`src/core/dolc_pkg.sv`:
```
// Purpose: Constants and types for the demodulator offset loop block
// Assumes: One 100 MHz clock, registers reached through a byte-wide register port
// Notes:   Gains are kept in half-unit steps so that K/2 is an integer
//
// Contract
// - Gate bit freezes both loops until carrier sense
// - Frequency pre-sync gain is K times (field+1)
// - Frequency post-sync gain is pre gain or K/2
// - Frequency saturation off, BW/8, BW/4, BW/2
// - Clock recovery pre-sync integral gain Ki times (field+1)
// - Clock recovery pre-sync proportional gain Kp times (field+1)
// - Integral post-sync gain is pre gain or Ki/2
// - Proportional post-sync gain is pre gain or Kp
// - Rate saturation off, 3.125, 6.25, 12.5 percent
package dolc_pkg;

   // ----------------------------------------------------------------
   // Register port map
   // ----------------------------------------------------------------
   localparam logic [7:0] DOLC_FREQ_CFG_IDX = 8'h19;
   localparam logic [7:0] DOLC_BS_CFG_IDX = 8'h1a;
   localparam logic [7:0] DOLC_FREQ_CFG_RST = 8'h36;
   localparam logic [7:0] DOLC_BS_CFG_RST = 8'h6c;
   localparam logic [7:0] DOLC_FREQ_CFG_MASK = 8'h3f;

   // ----------------------------------------------------------------
   // Datapath widths and scaling
   // ----------------------------------------------------------------
   localparam int DOLC_ERR_W = 8;
   localparam int DOLC_ACC_W = 12;
   localparam int DOLC_GAIN_W = 4;
   // Accumulator full scale stands for BW/2 or for 12.5 percent
   localparam logic [DOLC_ACC_W-2:0] DOLC_FULL_SCALE = 11'h400;
   // Gain codes in half units: K/2 is 1, K is 2, 4K is 8
   localparam logic [DOLC_GAIN_W-1:0] DOLC_GAIN_HALF = 4'h1;
   localparam logic [DOLC_GAIN_W-1:0] DOLC_GAIN_UNIT = 4'h2;
   localparam logic [1:0] DOLC_LIMIT_OFF = 2'h0;

   // ----------------------------------------------------------------
   // Register layouts
   // ----------------------------------------------------------------
   typedef struct packed {
      logic [1:0] reserved;
      logic loops_gate_on_carrier;
      logic [1:0] freq_gain_pre_sync;
      logic freq_gain_post_sync;
      logic [1:0] freq_offset_saturation;
   } dolc_freq_cfg_s;

   typedef struct packed {
      logic [1:0] clkrec_integral_pre_sync;
      logic [1:0] clkrec_proportional_pre_sync;
      logic clkrec_integral_post_sync;
      logic clkrec_proportional_post_sync;
      logic [1:0] rate_offset_saturation;
   } dolc_bs_cfg_s;

   // Register port request
   typedef struct packed {
      logic wr;
      logic [7:0] idx;
      logic [7:0] wdata;
   } dolc_reg_req_s;

endpackage : dolc_pkg

```
`src/core/dolc_sat_acc.sv`:
```
// Purpose: Saturating signed accumulator used by both tracking loops
// Assumes: Limit never exceeds the accumulator range
// Notes:   A zero limit pins the accumulator at zero
`timescale 1ns/1ps
`default_nettype none
module dolc_sat_acc
   import dolc_pkg::*;
(
   input wire logic ref_clk_i, // System clock
   input wire logic rst_n_i, // Async reset, active low
   input wire logic en_i, // Accumulate this cycle
   input wire logic clr_i, // Restart at zero
   input wire logic signed [DOLC_ACC_W-1:0] step_i, // Increment
   input wire logic [DOLC_ACC_W-2:0] limit_i, // Symmetric bound
   output logic signed [DOLC_ACC_W-1:0] acc_o // Accumulator value
);

   logic signed [DOLC_ACC_W-1:0] acc_q;
   logic signed [DOLC_ACC_W-1:0] acc_d;
   logic signed [DOLC_ACC_W:0] sum;
   logic signed [DOLC_ACC_W:0] lim_pos;
   logic signed [DOLC_ACC_W:0] lim_neg;

   // ----------------------------------------------------------------
   // Next value with clamp
   // ----------------------------------------------------------------
   always_comb begin
      sum = (DOLC_ACC_W+1)'(acc_q);
      if (en_i) begin
         sum = sum + (DOLC_ACC_W+1)'(step_i);
      end
      lim_pos = $signed({2'b00, limit_i});
      lim_neg = -lim_pos;
      // Clamp on the wide sum every cycle: a wrap never escapes the bound,
      // and a lowered limit pulls a held value in without a new sample
      if (clr_i) begin
         acc_d = '0;
      end else if (sum > lim_pos) begin
         acc_d = lim_pos[DOLC_ACC_W-1:0];
      end else if (sum < lim_neg) begin
         acc_d = lim_neg[DOLC_ACC_W-1:0];
      end else begin
         acc_d = sum[DOLC_ACC_W-1:0];
      end
   end

   // Register stage
   always_ff @(posedge ref_clk_i or negedge rst_n_i) begin
      if (!rst_n_i) begin
         acc_q <= '0;
      end else begin
         acc_q <= acc_d;
      end
   end

   assign acc_o = acc_q;

endmodule : dolc_sat_acc
`default_nettype wire

```
`src/core/dolc_top.sv`:
```
// Purpose: Frequency offset and clock recovery tracking loops with config registers
// Assumes: Error samples arrive with a one-cycle valid strobe, inputs synchronous
// Notes:   Output offsets are in accumulator units, full scale BW/2 or 12.5 percent
//          Post-sync gains switch in on the very cycle of detection
`timescale 1ns/1ps
`default_nettype none
module dolc_top
   import dolc_pkg::*;
(
   input wire logic ref_clk_i, // 100 MHz clock
   input wire logic rst_n_i, // Async reset, active low
   input wire logic reg_wr_i, // Register write strobe
   input wire logic reg_rd_i, // Register read strobe
   input wire logic [7:0] reg_idx_i, // Register index
   input wire logic [7:0] reg_wdata_i, // Write data
   output logic [7:0] reg_rdata_o, // Read data, one cycle after strobe
   input wire logic rx_start_i, // Start of reception pulse
   input wire logic sync_det_i, // Sync word detected pulse
   input wire logic carrier_sense_i, // Carrier sense level
   input wire logic err_valid_i, // Error samples valid
   input wire logic signed [DOLC_ERR_W-1:0] freq_err_i, // Frequency discriminator error
   input wire logic signed [DOLC_ERR_W-1:0] timing_err_i, // Timing detector error
   output logic signed [DOLC_ACC_W-1:0] freq_offset_o, // Compensated frequency offset
   output logic signed [DOLC_ACC_W-1:0] rate_offset_o, // Data rate correction
   output logic loops_frozen_o, // Loops currently held
   output logic post_sync_o // Post-sync gains in use
);

   // ----------------------------------------------------------------
   // Configuration registers
   // ----------------------------------------------------------------
   dolc_freq_cfg_s freq_cfg_q;
   dolc_freq_cfg_s freq_cfg_d;
   dolc_bs_cfg_s bs_cfg_q;
   dolc_bs_cfg_s bs_cfg_d;
   logic [7:0] rdata_q;
   logic [7:0] rdata_d;
   dolc_reg_req_s req;
   logic hit_freq;
   logic hit_bs;

   assign req = '{wr: reg_wr_i, idx: reg_idx_i, wdata: reg_wdata_i};

   // Index match per register; a write elsewhere touches nothing
   assign hit_freq = req.wr && (req.idx == DOLC_FREQ_CFG_IDX);
   assign hit_bs = req.wr && (req.idx == DOLC_BS_CFG_IDX);

   // Write decode; reserved bits of the frequency register stay zero
   always_comb begin
      freq_cfg_d = freq_cfg_q;
      bs_cfg_d = bs_cfg_q;
      if (hit_freq) begin
         freq_cfg_d = dolc_freq_cfg_s'(req.wdata & DOLC_FREQ_CFG_MASK);
      end
      if (hit_bs) begin
         bs_cfg_d = dolc_bs_cfg_s'(req.wdata);
      end
   end

   // ----------------------------------------------------------------
   // Register read path
   // ----------------------------------------------------------------
   // Read mux; unknown index reads zero
   always_comb begin
      rdata_d = rdata_q;
      if (reg_rd_i) begin
         unique case (reg_idx_i)
            DOLC_FREQ_CFG_IDX: rdata_d = 8'(freq_cfg_q);
            DOLC_BS_CFG_IDX: rdata_d = 8'(bs_cfg_q);
            default: rdata_d = 8'h00;
         endcase
      end
   end

   // Reset values put gate, gains and limits at their defaults
   always_ff @(posedge ref_clk_i or negedge rst_n_i) begin
      if (!rst_n_i) begin
         freq_cfg_q <= dolc_freq_cfg_s'(DOLC_FREQ_CFG_RST);
         bs_cfg_q <= dolc_bs_cfg_s'(DOLC_BS_CFG_RST);
         rdata_q <= 8'h00;
      end else begin
         freq_cfg_q <= freq_cfg_d;
         bs_cfg_q <= bs_cfg_d;
         rdata_q <= rdata_d;
      end
   end

   // ----------------------------------------------------------------
   // Reception phase tracking
   // ----------------------------------------------------------------
   logic sync_q;
   logic sync_d;
   logic cs_seen_q;
   logic cs_seen_d;
   logic post_now;
   logic frozen_now;
   logic sync_live;
   logic cs_live;

   // Start of reception clears both; a same-cycle event still wins
   always_comb begin
      sync_d = sync_q;
      cs_seen_d = cs_seen_q;
      if (rx_start_i) begin
         sync_d = 1'b0;
         cs_seen_d = 1'b0;
      end
      if (sync_det_i) begin
         sync_d = 1'b1;
      end
      if (carrier_sense_i) begin
         cs_seen_d = 1'b1;
      end
   end

   // Flag registers
   always_ff @(posedge ref_clk_i or negedge rst_n_i) begin
      if (!rst_n_i) begin
         sync_q <= 1'b0;
         cs_seen_q <= 1'b0;
      end else begin
         sync_q <= sync_d;
         cs_seen_q <= cs_seen_d;
      end
   end

   // Flags as seen this cycle; a start drops the old reception's history
   assign sync_live = (sync_q & ~rx_start_i) | sync_det_i;
   assign cs_live = (cs_seen_q & ~rx_start_i) | carrier_sense_i;

   // Post gains apply from the very cycle of detection
   assign post_now = sync_live;
   // Held until carrier sense rises within this reception
   assign frozen_now = freq_cfg_q.loops_gate_on_carrier & ~cs_live;

   // ----------------------------------------------------------------
   // Gain selection, half-unit codes
   // ----------------------------------------------------------------
   logic [DOLC_GAIN_W-1:0] freq_gain;
   logic [DOLC_GAIN_W-1:0] ki_gain;
   logic [DOLC_GAIN_W-1:0] kp_gain;
   logic [DOLC_GAIN_W-1:0] freq_pre;
   logic [DOLC_GAIN_W-1:0] ki_pre;
   logic [DOLC_GAIN_W-1:0] kp_pre;

   // Half-unit code of (field+1) times the base gain
   function automatic logic [DOLC_GAIN_W-1:0] dolc_pre_gain(input logic [1:0] fld);
      logic [DOLC_GAIN_W-1:0] mult;
      mult = DOLC_GAIN_W'(fld) + 4'h1;
      return DOLC_GAIN_W'(mult * DOLC_GAIN_UNIT);
   endfunction : dolc_pre_gain

   // Post codes override the pre codes once sync is live
   always_comb begin
      freq_pre = dolc_pre_gain(freq_cfg_q.freq_gain_pre_sync);
      ki_pre = dolc_pre_gain(bs_cfg_q.clkrec_integral_pre_sync);
      kp_pre = dolc_pre_gain(bs_cfg_q.clkrec_proportional_pre_sync);
      freq_gain = freq_pre;
      ki_gain = ki_pre;
      kp_gain = kp_pre;
      if (post_now) begin
         if (freq_cfg_q.freq_gain_post_sync) begin
            freq_gain = DOLC_GAIN_HALF;
         end
         if (bs_cfg_q.clkrec_integral_post_sync) begin
            ki_gain = DOLC_GAIN_HALF;
         end
         if (bs_cfg_q.clkrec_proportional_post_sync) begin
            kp_gain = DOLC_GAIN_UNIT;
         end
      end
   end

   // ----------------------------------------------------------------
   // Saturation limits
   // ----------------------------------------------------------------
   logic [DOLC_ACC_W-2:0] freq_limit;
   logic [DOLC_ACC_W-2:0] rate_limit;

   // Setting 3 is full scale, each step down halves it, 0 turns off
   function automatic logic [DOLC_ACC_W-2:0] dolc_limit(input logic [1:0] fld);
      logic [DOLC_ACC_W-2:0] lim;
      unique case (fld)
         2'h0: lim = '0;
         2'h1: lim = DOLC_FULL_SCALE >> 2;
         2'h2: lim = DOLC_FULL_SCALE >> 1;
         2'h3: lim = DOLC_FULL_SCALE;
      endcase
      return lim;
   endfunction : dolc_limit

   // The host keeps the frequency limit at zero for ASK/OOK
   assign freq_limit = dolc_limit(freq_cfg_q.freq_offset_saturation);
   assign rate_limit = dolc_limit(bs_cfg_q.rate_offset_saturation);

   // ----------------------------------------------------------------
   // Loop steps
   // ----------------------------------------------------------------
   logic signed [DOLC_ACC_W-1:0] freq_step;
   logic signed [DOLC_ACC_W-1:0] ki_step;
   logic signed [DOLC_ACC_W-1:0] kp_term;
   logic loop_en;

   logic signed [DOLC_ACC_W-1:0] freq_err_x;
   logic signed [DOLC_ACC_W-1:0] timing_err_x;
   logic signed [DOLC_ACC_W-1:0] freq_gain_x;
   logic signed [DOLC_ACC_W-1:0] ki_gain_x;
   logic signed [DOLC_ACC_W-1:0] kp_gain_x;

   // Widen before multiplying: a full-scale error at 4K needs eleven bits
   always_comb begin
      freq_err_x = DOLC_ACC_W'(freq_err_i);
      timing_err_x = DOLC_ACC_W'(timing_err_i);
      freq_gain_x = $signed({{(DOLC_ACC_W-DOLC_GAIN_W){1'b0}}, freq_gain});
      ki_gain_x = $signed({{(DOLC_ACC_W-DOLC_GAIN_W){1'b0}}, ki_gain});
      kp_gain_x = $signed({{(DOLC_ACC_W-DOLC_GAIN_W){1'b0}}, kp_gain});
   end

   // Error times half-unit gain; the product fits the accumulator width
   always_comb begin
      freq_step = freq_err_x * freq_gain_x;
      ki_step = timing_err_x * ki_gain_x;
      kp_term = timing_err_x * kp_gain_x;
   end

   // A frozen loop keeps its state, it is not cleared
   assign loop_en = err_valid_i & ~frozen_now;

   logic signed [DOLC_ACC_W-1:0] freq_acc;
   logic signed [DOLC_ACC_W-1:0] integ_acc;

   dolc_sat_acc u_freq_acc (
      .ref_clk_i(ref_clk_i),
      .rst_n_i(rst_n_i),
      .en_i(loop_en),
      .clr_i(rx_start_i),
      .step_i(freq_step),
      .limit_i(freq_limit),
      .acc_o(freq_acc)
   );

   dolc_sat_acc u_integ_acc (
      .ref_clk_i(ref_clk_i),
      .rst_n_i(rst_n_i),
      .en_i(loop_en),
      .clr_i(rx_start_i),
      .step_i(ki_step),
      .limit_i(rate_limit),
      .acc_o(integ_acc)
   );

   // ----------------------------------------------------------------
   // Output stage
   // ----------------------------------------------------------------
   logic signed [DOLC_ACC_W-1:0] rate_q;
   logic signed [DOLC_ACC_W-1:0] rate_d;
   logic signed [DOLC_ACC_W-1:0] freq_q;
   logic signed [DOLC_ACC_W-1:0] freq_d;
   logic frozen_q;
   logic post_q;
   logic signed [DOLC_ACC_W:0] rate_sum;
   logic signed [DOLC_ACC_W:0] rlim_pos;
   logic signed [DOLC_ACC_W:0] rlim_neg;

   // Proportional path only acts on a live sample; whole sum clamped
   always_comb begin
      rlim_pos = $signed({2'b00, rate_limit});
      rlim_neg = -rlim_pos;
      rate_sum = (DOLC_ACC_W+1)'(integ_acc);
      if (loop_en) begin
         rate_sum = rate_sum + (DOLC_ACC_W+1)'(kp_term);
      end
      if (rate_sum > rlim_pos) begin
         rate_d = rlim_pos[DOLC_ACC_W-1:0];
      end else if (rate_sum < rlim_neg) begin
         rate_d = rlim_neg[DOLC_ACC_W-1:0];
      end else begin
         rate_d = rate_sum[DOLC_ACC_W-1:0];
      end
      freq_d = freq_acc;
   end

   // Every port leaves a flop, so status lags the loop by one cycle
   always_ff @(posedge ref_clk_i or negedge rst_n_i) begin
      if (!rst_n_i) begin
         rate_q <= '0;
         freq_q <= '0;
         frozen_q <= 1'b0;
         post_q <= 1'b0;
      end else begin
         rate_q <= rate_d;
         freq_q <= freq_d;
         frozen_q <= frozen_now;
         post_q <= post_now;
      end
   end

   // Ports come straight from the output flops
   assign reg_rdata_o = rdata_q;
   assign freq_offset_o = freq_q;
   assign rate_offset_o = rate_q;
   assign loops_frozen_o = frozen_q;
   assign post_sync_o = post_q;

endmodule : dolc_top
`default_nettype wire

```
`config.mk`:
```
export PLATFORM = sky130hd
export DESIGN_NAME = dolc_top
export DESIGN_NICKNAME = d
export VERILOG_FILES = /design/src/core/dolc_pkg.sv /design/src/core/dolc_sat_acc.sv /design/src/core/dolc_top.sv
export SDC_FILE = /design/constraint.sdc
export NUM_CORES = 1
export LEC_CHECK = 0
export BUFFER_PORTS_ARGS = -buffer_cell sky130_fd_sc_hd__buf_4
export CAP_MARGIN = 20
export CORE_MARGIN = 4
export CORE_UTILIZATION = 45
export DETAILED_ROUTE_END_ITERATION = 7
export PLACE_DENSITY = 0.64
export REMOVE_ABC_BUFFERS = 1
export SYNTH_ARGS = -nofsm -noshare
export SYNTH_HDL_FRONTEND = slang
export SYNTH_SLANG_ARGS = --single-unit
export TNS_END_PERCENT = 30
```
`constraint.sdc`:
```
create_clock -name ref_clk_i -period 7.6 [get_ports ref_clk_i]
set_input_delay 0.76 -clock ref_clk_i [delete_from_list [all_inputs] [get_ports ref_clk_i]]
set_output_delay 0.76 -clock ref_clk_i [all_outputs]
set_load 0.01 [all_outputs]
```
## Word level (Yosys, flattened, before mapping)

Index checks and enable logic that the tools add are counted.

| word-level totals | value |
|---|---|
| bits in registers | 74 |
| output and inout port bits | 34 |
| logic and storage cells | 81 |

| cells by class | value |
|---|---|
| add/subtract/negate cells | 8 |
| multipliers | 3 |
| order comparisons | 6 |
| equal/unequal tests | 8 |
| mux-type cells | 23 |
| bitwise gates (word level) | 9 |
| reduce and logical (&&, ||, !) cells | 6 |

Operator list:

| kind | count |
|---|---|
| 12-bit 2-to-1 mux | 8 |
| 11-bit one-hot mux with 4 select lines | 2 |
| 12-bit by 12-bit adder with 13-bit output | 3 |
| 13-bit by 12-bit greater-than comparator with 1-bit output | 3 |
| 13-bit less-than comparator | 3 |
| 13-bit 2-to-1 mux | 3 |
| 8-bit by 5-bit multiplier with 12-bit output | 3 |
| 11-bit negation with 13-bit output | 2 |
| 4-bit 2-to-1 mux | 6 |
| 8-bit by 5-bit == test with 1-bit output (second input constant) | 2 |
| 8-bit one-hot mux with 2 select lines | 1 |
| 2-bit by 1-bit adder with 3-bit output (second input constant) | 3 |
| 2-bit == test (second input constant) | 4 |
| 1-bit AND | 4 |
| 2-bit by 1-bit == test with 1-bit output (second input constant) | 2 |
| 2-bit logical NOT | 2 |
| 2-bit nonzero test | 2 |
| 1-bit 2-to-1 mux | 3 |
| 1-bit NOT | 3 |
| 1-bit logical AND | 2 |
| 1-bit OR | 2 |

## Depth between registers and ports, before layout

| depth | value |
|---|---|
| word-level depth | 12 |
| mapped depth | 34 |

## By module

Synthesis repeated with hierarchy kept, for this count alone.

| second synthesis, totals | value |
|---|---|
| cells, all modules | 1230 |
| area total of the unflattened synthesis | 10740.3 µm² |

By module, submodules not included:

| module | instances | cells an instance | area an instance (µm²) | seq. area each (µm²) |
|---|---|---|---|---|
| dolc_top | 1 | 627 | 5871.9 | 1261.2 |
| dolc_sat_acc at u_integ_acc | 1 | 316 | 2657.5 | 300.3 |
| dolc_sat_acc at u_freq_acc | 1 | 287 | 2210.9 | 300.3 |

## Least setup slack after synthesis

No wires, ideal clock.

| path | value |
|---|---|
| path type | input-to-reg |
| from | input port rx_start_i |
| to | register u_integ_acc.acc_q[8], in the netlist u_integ_acc.acc_o[8] |
| data arrival time | 6.950 ns |
| data required time | 7.501 ns |
| setup slack | 0.551 ns |
| stages | 32 |
| path buffers | 2 |
| cells stage by stage | inv_1 a21o_1 clkbuf_1 nand2_1 clkbuf_1 and3_1 ha_1 inv_1 fa_1 fa_1 inv_1 ha_1 nor2b_1 o21ai_0 a21boi_0 o21ai_0 nand2b_1 xor2_1 ha_1 a21oi_1 a21boi_0 o21a_1 o31ai_1 ha_1 nand3_1 nor4b_1 nand2_1 o31ai_1 a41oi_2 o21ai_4 a21oi_1 a311oi_1 |

| between the ends | value |
|---|---|
| elaborated cells between the ends (all ways) | 18 |

RTL lines:

| element | line | text |
|---|---|---|
| start, declared | dolc_top.sv:17 | `input wire logic rx_start_i,` |
| 1-bit NOT (*) | dolc_top.sv:128 | `assign sync_live = (sync_q & ~rx_start_i) \| sync_det_i;` |
| 1-bit AND (*) | dolc_top.sv:128 |  |
| 1-bit OR (*) | dolc_top.sv:128 |  |
| via post_now | dolc_top.sv:95 | `logic post_now;` |
| 4-bit 2-to-1 mux (*) | dolc_top.sv:161 | `if (post_now) begin` |
| 8-bit by 5-bit multiplier with 12-bit output (*) | dolc_top.sv:222 | `ki_step = timing_err_x * ki_gain_x;` |
| 12-bit by 12-bit adder with 13-bit output (*) | dolc_sat_acc.sv:30 | `sum = sum + (DOLC_ACC_W+1)'(step_i);` |
| 13-bit 2-to-1 mux (*) | dolc_sat_acc.sv:29 | `if (en_i) begin` |
| 13-bit less-than comparator | dolc_sat_acc.sv:40 | `end else if (sum < lim_neg) begin` |
| 12-bit 2-to-1 mux | dolc_sat_acc.sv:40 |  |
| 12-bit 2-to-1 mux (*) | dolc_sat_acc.sv:38 | `end else if (sum > lim_pos) begin` |
| 12-bit 2-to-1 mux (*) | dolc_sat_acc.sv:36 | `if (clr_i) begin` |
| via u_integ_acc.acc_d[8] | dolc_sat_acc.sv:19 | `logic signed [DOLC_ACC_W-1:0] acc_d;` |
| end signal, assigned | dolc_sat_acc.sv:50 | `acc_q <= '0;` |
| end signal, assigned | dolc_sat_acc.sv:52 | `acc_q <= acc_d;` |
| end, declared | dolc_sat_acc.sv:18 | `logic signed [DOLC_ACC_W-1:0] acc_q;` |

The timed path passes the listed nets; every way through them passes the cells marked *.
A chain may end at the register's enable or synchronous reset.

## Worst setup path in the final report

| path | value |
|---|---|
| from | input port rx_start_i |
| to | register u_integ_acc.acc_q[8], in the netlist u_integ_acc.acc_o[8] |

| between the ends | value |
|---|---|
| word-level cells in the longest chain between the ends | 12 |
| elaborated cells between the ends (all ways) | 18 |

RTL lines:

| element | line |
|---|---|
| parallel branches: the longest is 11 deep, another holds 12-bit by 12-bit adder with 13-bit output | - |
| 12-bit 2-to-1 mux (*) | dolc_sat_acc.sv:36 |
| via u_integ_acc.acc_d[8] | dolc_sat_acc.sv:19 |

Mark *: on every way through the listed nets, which the timed path passes.

==> impl_metrics.yaml <==
cts:
  clock_latency_ns: 0.35
  cts_buffers: 9
  clock-sinks: 74
  cts_tree: "done"
  hold_buffers: 0
  clk_path_buf_depth: 2
  cts-root-buf: "clkbuf_16"
  htree_levels: 3
  clkTransAtPathRegs_ns: 0.06
worst_setup_path:
  cp.required_ns: 7.83
  cp_top_family: "compound AO/OA/AOI/OAI gates"
  slowest_delay_ns: 0.55
  worstSetupPathType: "primary input to register"
  cpMaxStageDelayCell: "fa_1"
  worstPathBufferInverterCount: 4
  crit_fanout: 8
  startpoint_type: "primary input"
  cp-end-kind: "register"
  crit_arrival_ns: 7.35
  crit_top_cell: "ha_1"
floorplan:
  core_mm2: 0.0188
  die_y_um: 147
  die_w_um: 147
  initial_core_util_pct: 46.1
  ios: 74
  dieArea_mm2: 0.0216
  rows: 50
grt:
  grt_usage_pct: 20.1
  grt_pass1_vias: 6915
  grt_max_degree: 75
  grt-ovfl-total: 0
  antenna_found_initial: 0
  grt_pass1_wl_mm: 35.3
sta:
  drv_slew: 0
  setup_viol: 0
  hold_violations: 0
  rsz0062_at_grt: "false"
  worst_slew_margin_rel_pct: 33.1
  setup_ws_ns: 0.478
  finalSetupTns_ns: 0
  tightestPinTransition_ns: 1.00
  fin_crit_sh_pct: 93.7
  fin_skew_ns: 0.0129
  period_needed_ns: 7.12
  max_freq_ghz: 0.140
synth:
  netlist_area_mm2: 0.00869
  async_flop_share_pct: 100
  avgSynthCellArea_um2: 9.09
  netlist-cell-type-count: 76
  yosys_warnings: 0
  ys.flop_type: "dfrtp_1"
  ys_ff_latch: 74
  seq_area_frac_synth_pct: 21.4
  synth_edf_count: 0
  synth_cells: 956
routing:
  viasPerCell: 5.41
  wirelength_mm: 21.4
  dr.pass1.iters: 5
  num_vias: 7052
  wl_per_cell_um: 16.4
  antenna_left: 0
  drt_iter0_drc: 321
  route.detailed.drc: 0
layout:
  drive_gt1_share_pct: 15.4
  layout.cells.non_filler: 1303
  diodes: 0
  nets: 1260
  area_growth_pct: 14.8
  final_core_util_pct: 53.0
outcome:
  status: "finished clean"
pwr:
  p_leak_nw: 5.19
  ir_worst_vdd_mv: 0.175
  power_per_cell_area_mw_per_mm2: 247
placement:
  dp_cells: 1285
  place_ws_ns: 0.0968
  gp_congestion: 0.886
  place_hpwl_mm: 17.2
  numPortBuffers: 73
run:
  cap_violations: 0
min_path:
  hold_path.class: "register to register"
==> worst register-to-register path, delay by kind of cell (launching register included) <==
kind                       cells  cell delay, ns
adders and majority gates      7            2.65
AOI/OAI and AO/OA             11            2.17
and+or+nand+nor                7            1.05
DFF                            1            0.59
xor gates and xnor gates       2            0.37
buffers and inverters          2            0.09
==> placed cells by master, fill, tap and decap left out, drive strengths merged, types with 9 or more instances in the layout <==
cell type  count
a21o          18
a21oi         60
and2          25
and3          57
buf           87
clkbuf        10
dfrtp         66
fa            43
ha           139
inv          117
mux2          16
mux2i         14
nand2         68
nand2b        11
nand3         20
nor2          48
nor2b         14
nor3           9
o21a          15
o21ai         34
o31ai          9
xnor2         30
xor2          14
==> worst paths after layout <==
kind	end	from	cells past startpoint	slack, ns
max	u_integ_acc.acc_o[8]$_DFF_PN0_	rx_start_i	32	0.48
min	freq_offset_o[7]$_DFF_PN0_	u_freq_acc.acc_o[7]$_DFF_PN0_	0	0.43
min in group asynchronous	loops_frozen_o$_DFF_PN0_	rst_n_i	1	0.54
max reg2reg	u_integ_acc.acc_o[8]$_DFF_PN0_	bs_cfg_q[6]$_DFFE_PN1P_	29	0.57
max in group asynchronous	freq_offset_o[4]$_DFF_PN0_	rst_n_i	1	6.40
min reg2reg	freq_offset_o[7]$_DFF_PN0_	u_freq_acc.acc_o[7]$_DFF_PN0_	0	0.43
==> state kept, by name (all words and copies together) (netlist names) <==
name	count
bs_cfg_q	8
cs_seen_q	1
freq_cfg_q	6
freq_offset_o	12
loops_frozen_o	1
post_sync_o	1
rate_offset_o	12
reg_rdata_o	8
sync_q	1
u_freq_acc.acc_o	12
u_integ_acc.acc_o	12
==> per-stage QoR <==
step                hold WS [ns]  area (um2)  power (W)
floorplan                  0.379        8600    0.00152
global placement           0.415        9560    0.00188
detailed placement         0.422        9560    0.00189
CTS                        0.436        9930    0.00245
global route               0.448        9970    0.00267
finish                     0.429        9970    0.00246
==> layout make-up <==
type	instances	area [um2]
fill	1768	8860
multi-input combinational	750	6330
sequential	74	1860
timing repair buffer	87	653
inverter	116	435
tap	260	325
clock buffer	10	229
clock inverter	6	138
==> power breakdown <==
part	total [W]	internal (W)	switching, W
sequential	0.000543	0.000473	0.0000694
clock	0.000539	0.000356	0.000182
combinational	0.00138	0.000612	0.000768
==> metal layers <==
metal / global-route usage, % / wire length (um)
met1: 29.3 / 10600
met2: 31.4 / 9680
met3: 2.90 / 757
met4: 5.50 / 334
met5: 0 / 0
==> synthesized netlist by cell type, types with 5 or more instances <==
| cell type | instances | share of area [%] |
|---|---|---|
| dfstp_2 | 8 | 2.4 |
| inv_1 | 116 | 5.0 |
| xnor2_1 | 30 | 3.0 |
| a21oi_1 | 58 | 3.3 |
| and2_1 | 25 | 1.8 |
| mux2i_1 | 14 | 1.6 |
| o21ai_0 | 31 | 1.8 |
| and3_1 | 57 | 4.1 |
| nor2_1 | 48 | 2.1 |
| ha_1 | 139 | 20 |
| xor2_1 | 14 | 1.4 |
| nand2b_1 | 10 | 0.72 |
| clkbuf_1 | 9 | 0.39 |
| o21a_1 | 15 | 1.3 |
| o22ai_1 | 6 | 0.43 |
| o31ai_1 | 9 | 0.78 |
| a31oi_1 | 6 | 0.43 |
| a21boi_0 | 6 | 0.52 |
| a22oi_1 | 7 | 0.60 |
| nand3_1 | 19 | 1.1 |
| nand2_1 | 67 | 2.9 |
| a21o_1 | 18 | 1.6 |
| mux2_2 | 16 | 2.1 |
| nor3_1 | 9 | 0.52 |
| nor2b_1 | 13 | 0.94 |
| or2_2 | 5 | 0.36 |
| dfrtp_1 | 66 | 19 |
| o211ai_1 | 5 | 0.43 |
| fa_1 | 43 | 9.9 |
| o2111ai_1 | 5 | 0.50 |
==> logic make-up (layout without fill, tap and decap cells) <==
group	Yosys count	in the layout	share of synthesized area (%)
simple gates	282	282	17.1
flops	74	74	21.4
mux	30	30	3.69
buf+inv	132	219	6.03
compound gates	210	210	17.1
xor+xnor	44	44	4.43
fa+ha+maj	184	184	30.2
==> repair_timing <==
| action | CTS | global route |
|---|---|---|
| endpoints found under the hold margin | 0 | 0 |
| buffers inserted | 0 | 2 |
| gates resized for setup | 0 | 8 |
| setup endpoints to repair | 0 | 13 |
(Power assumes the default switching activity.)
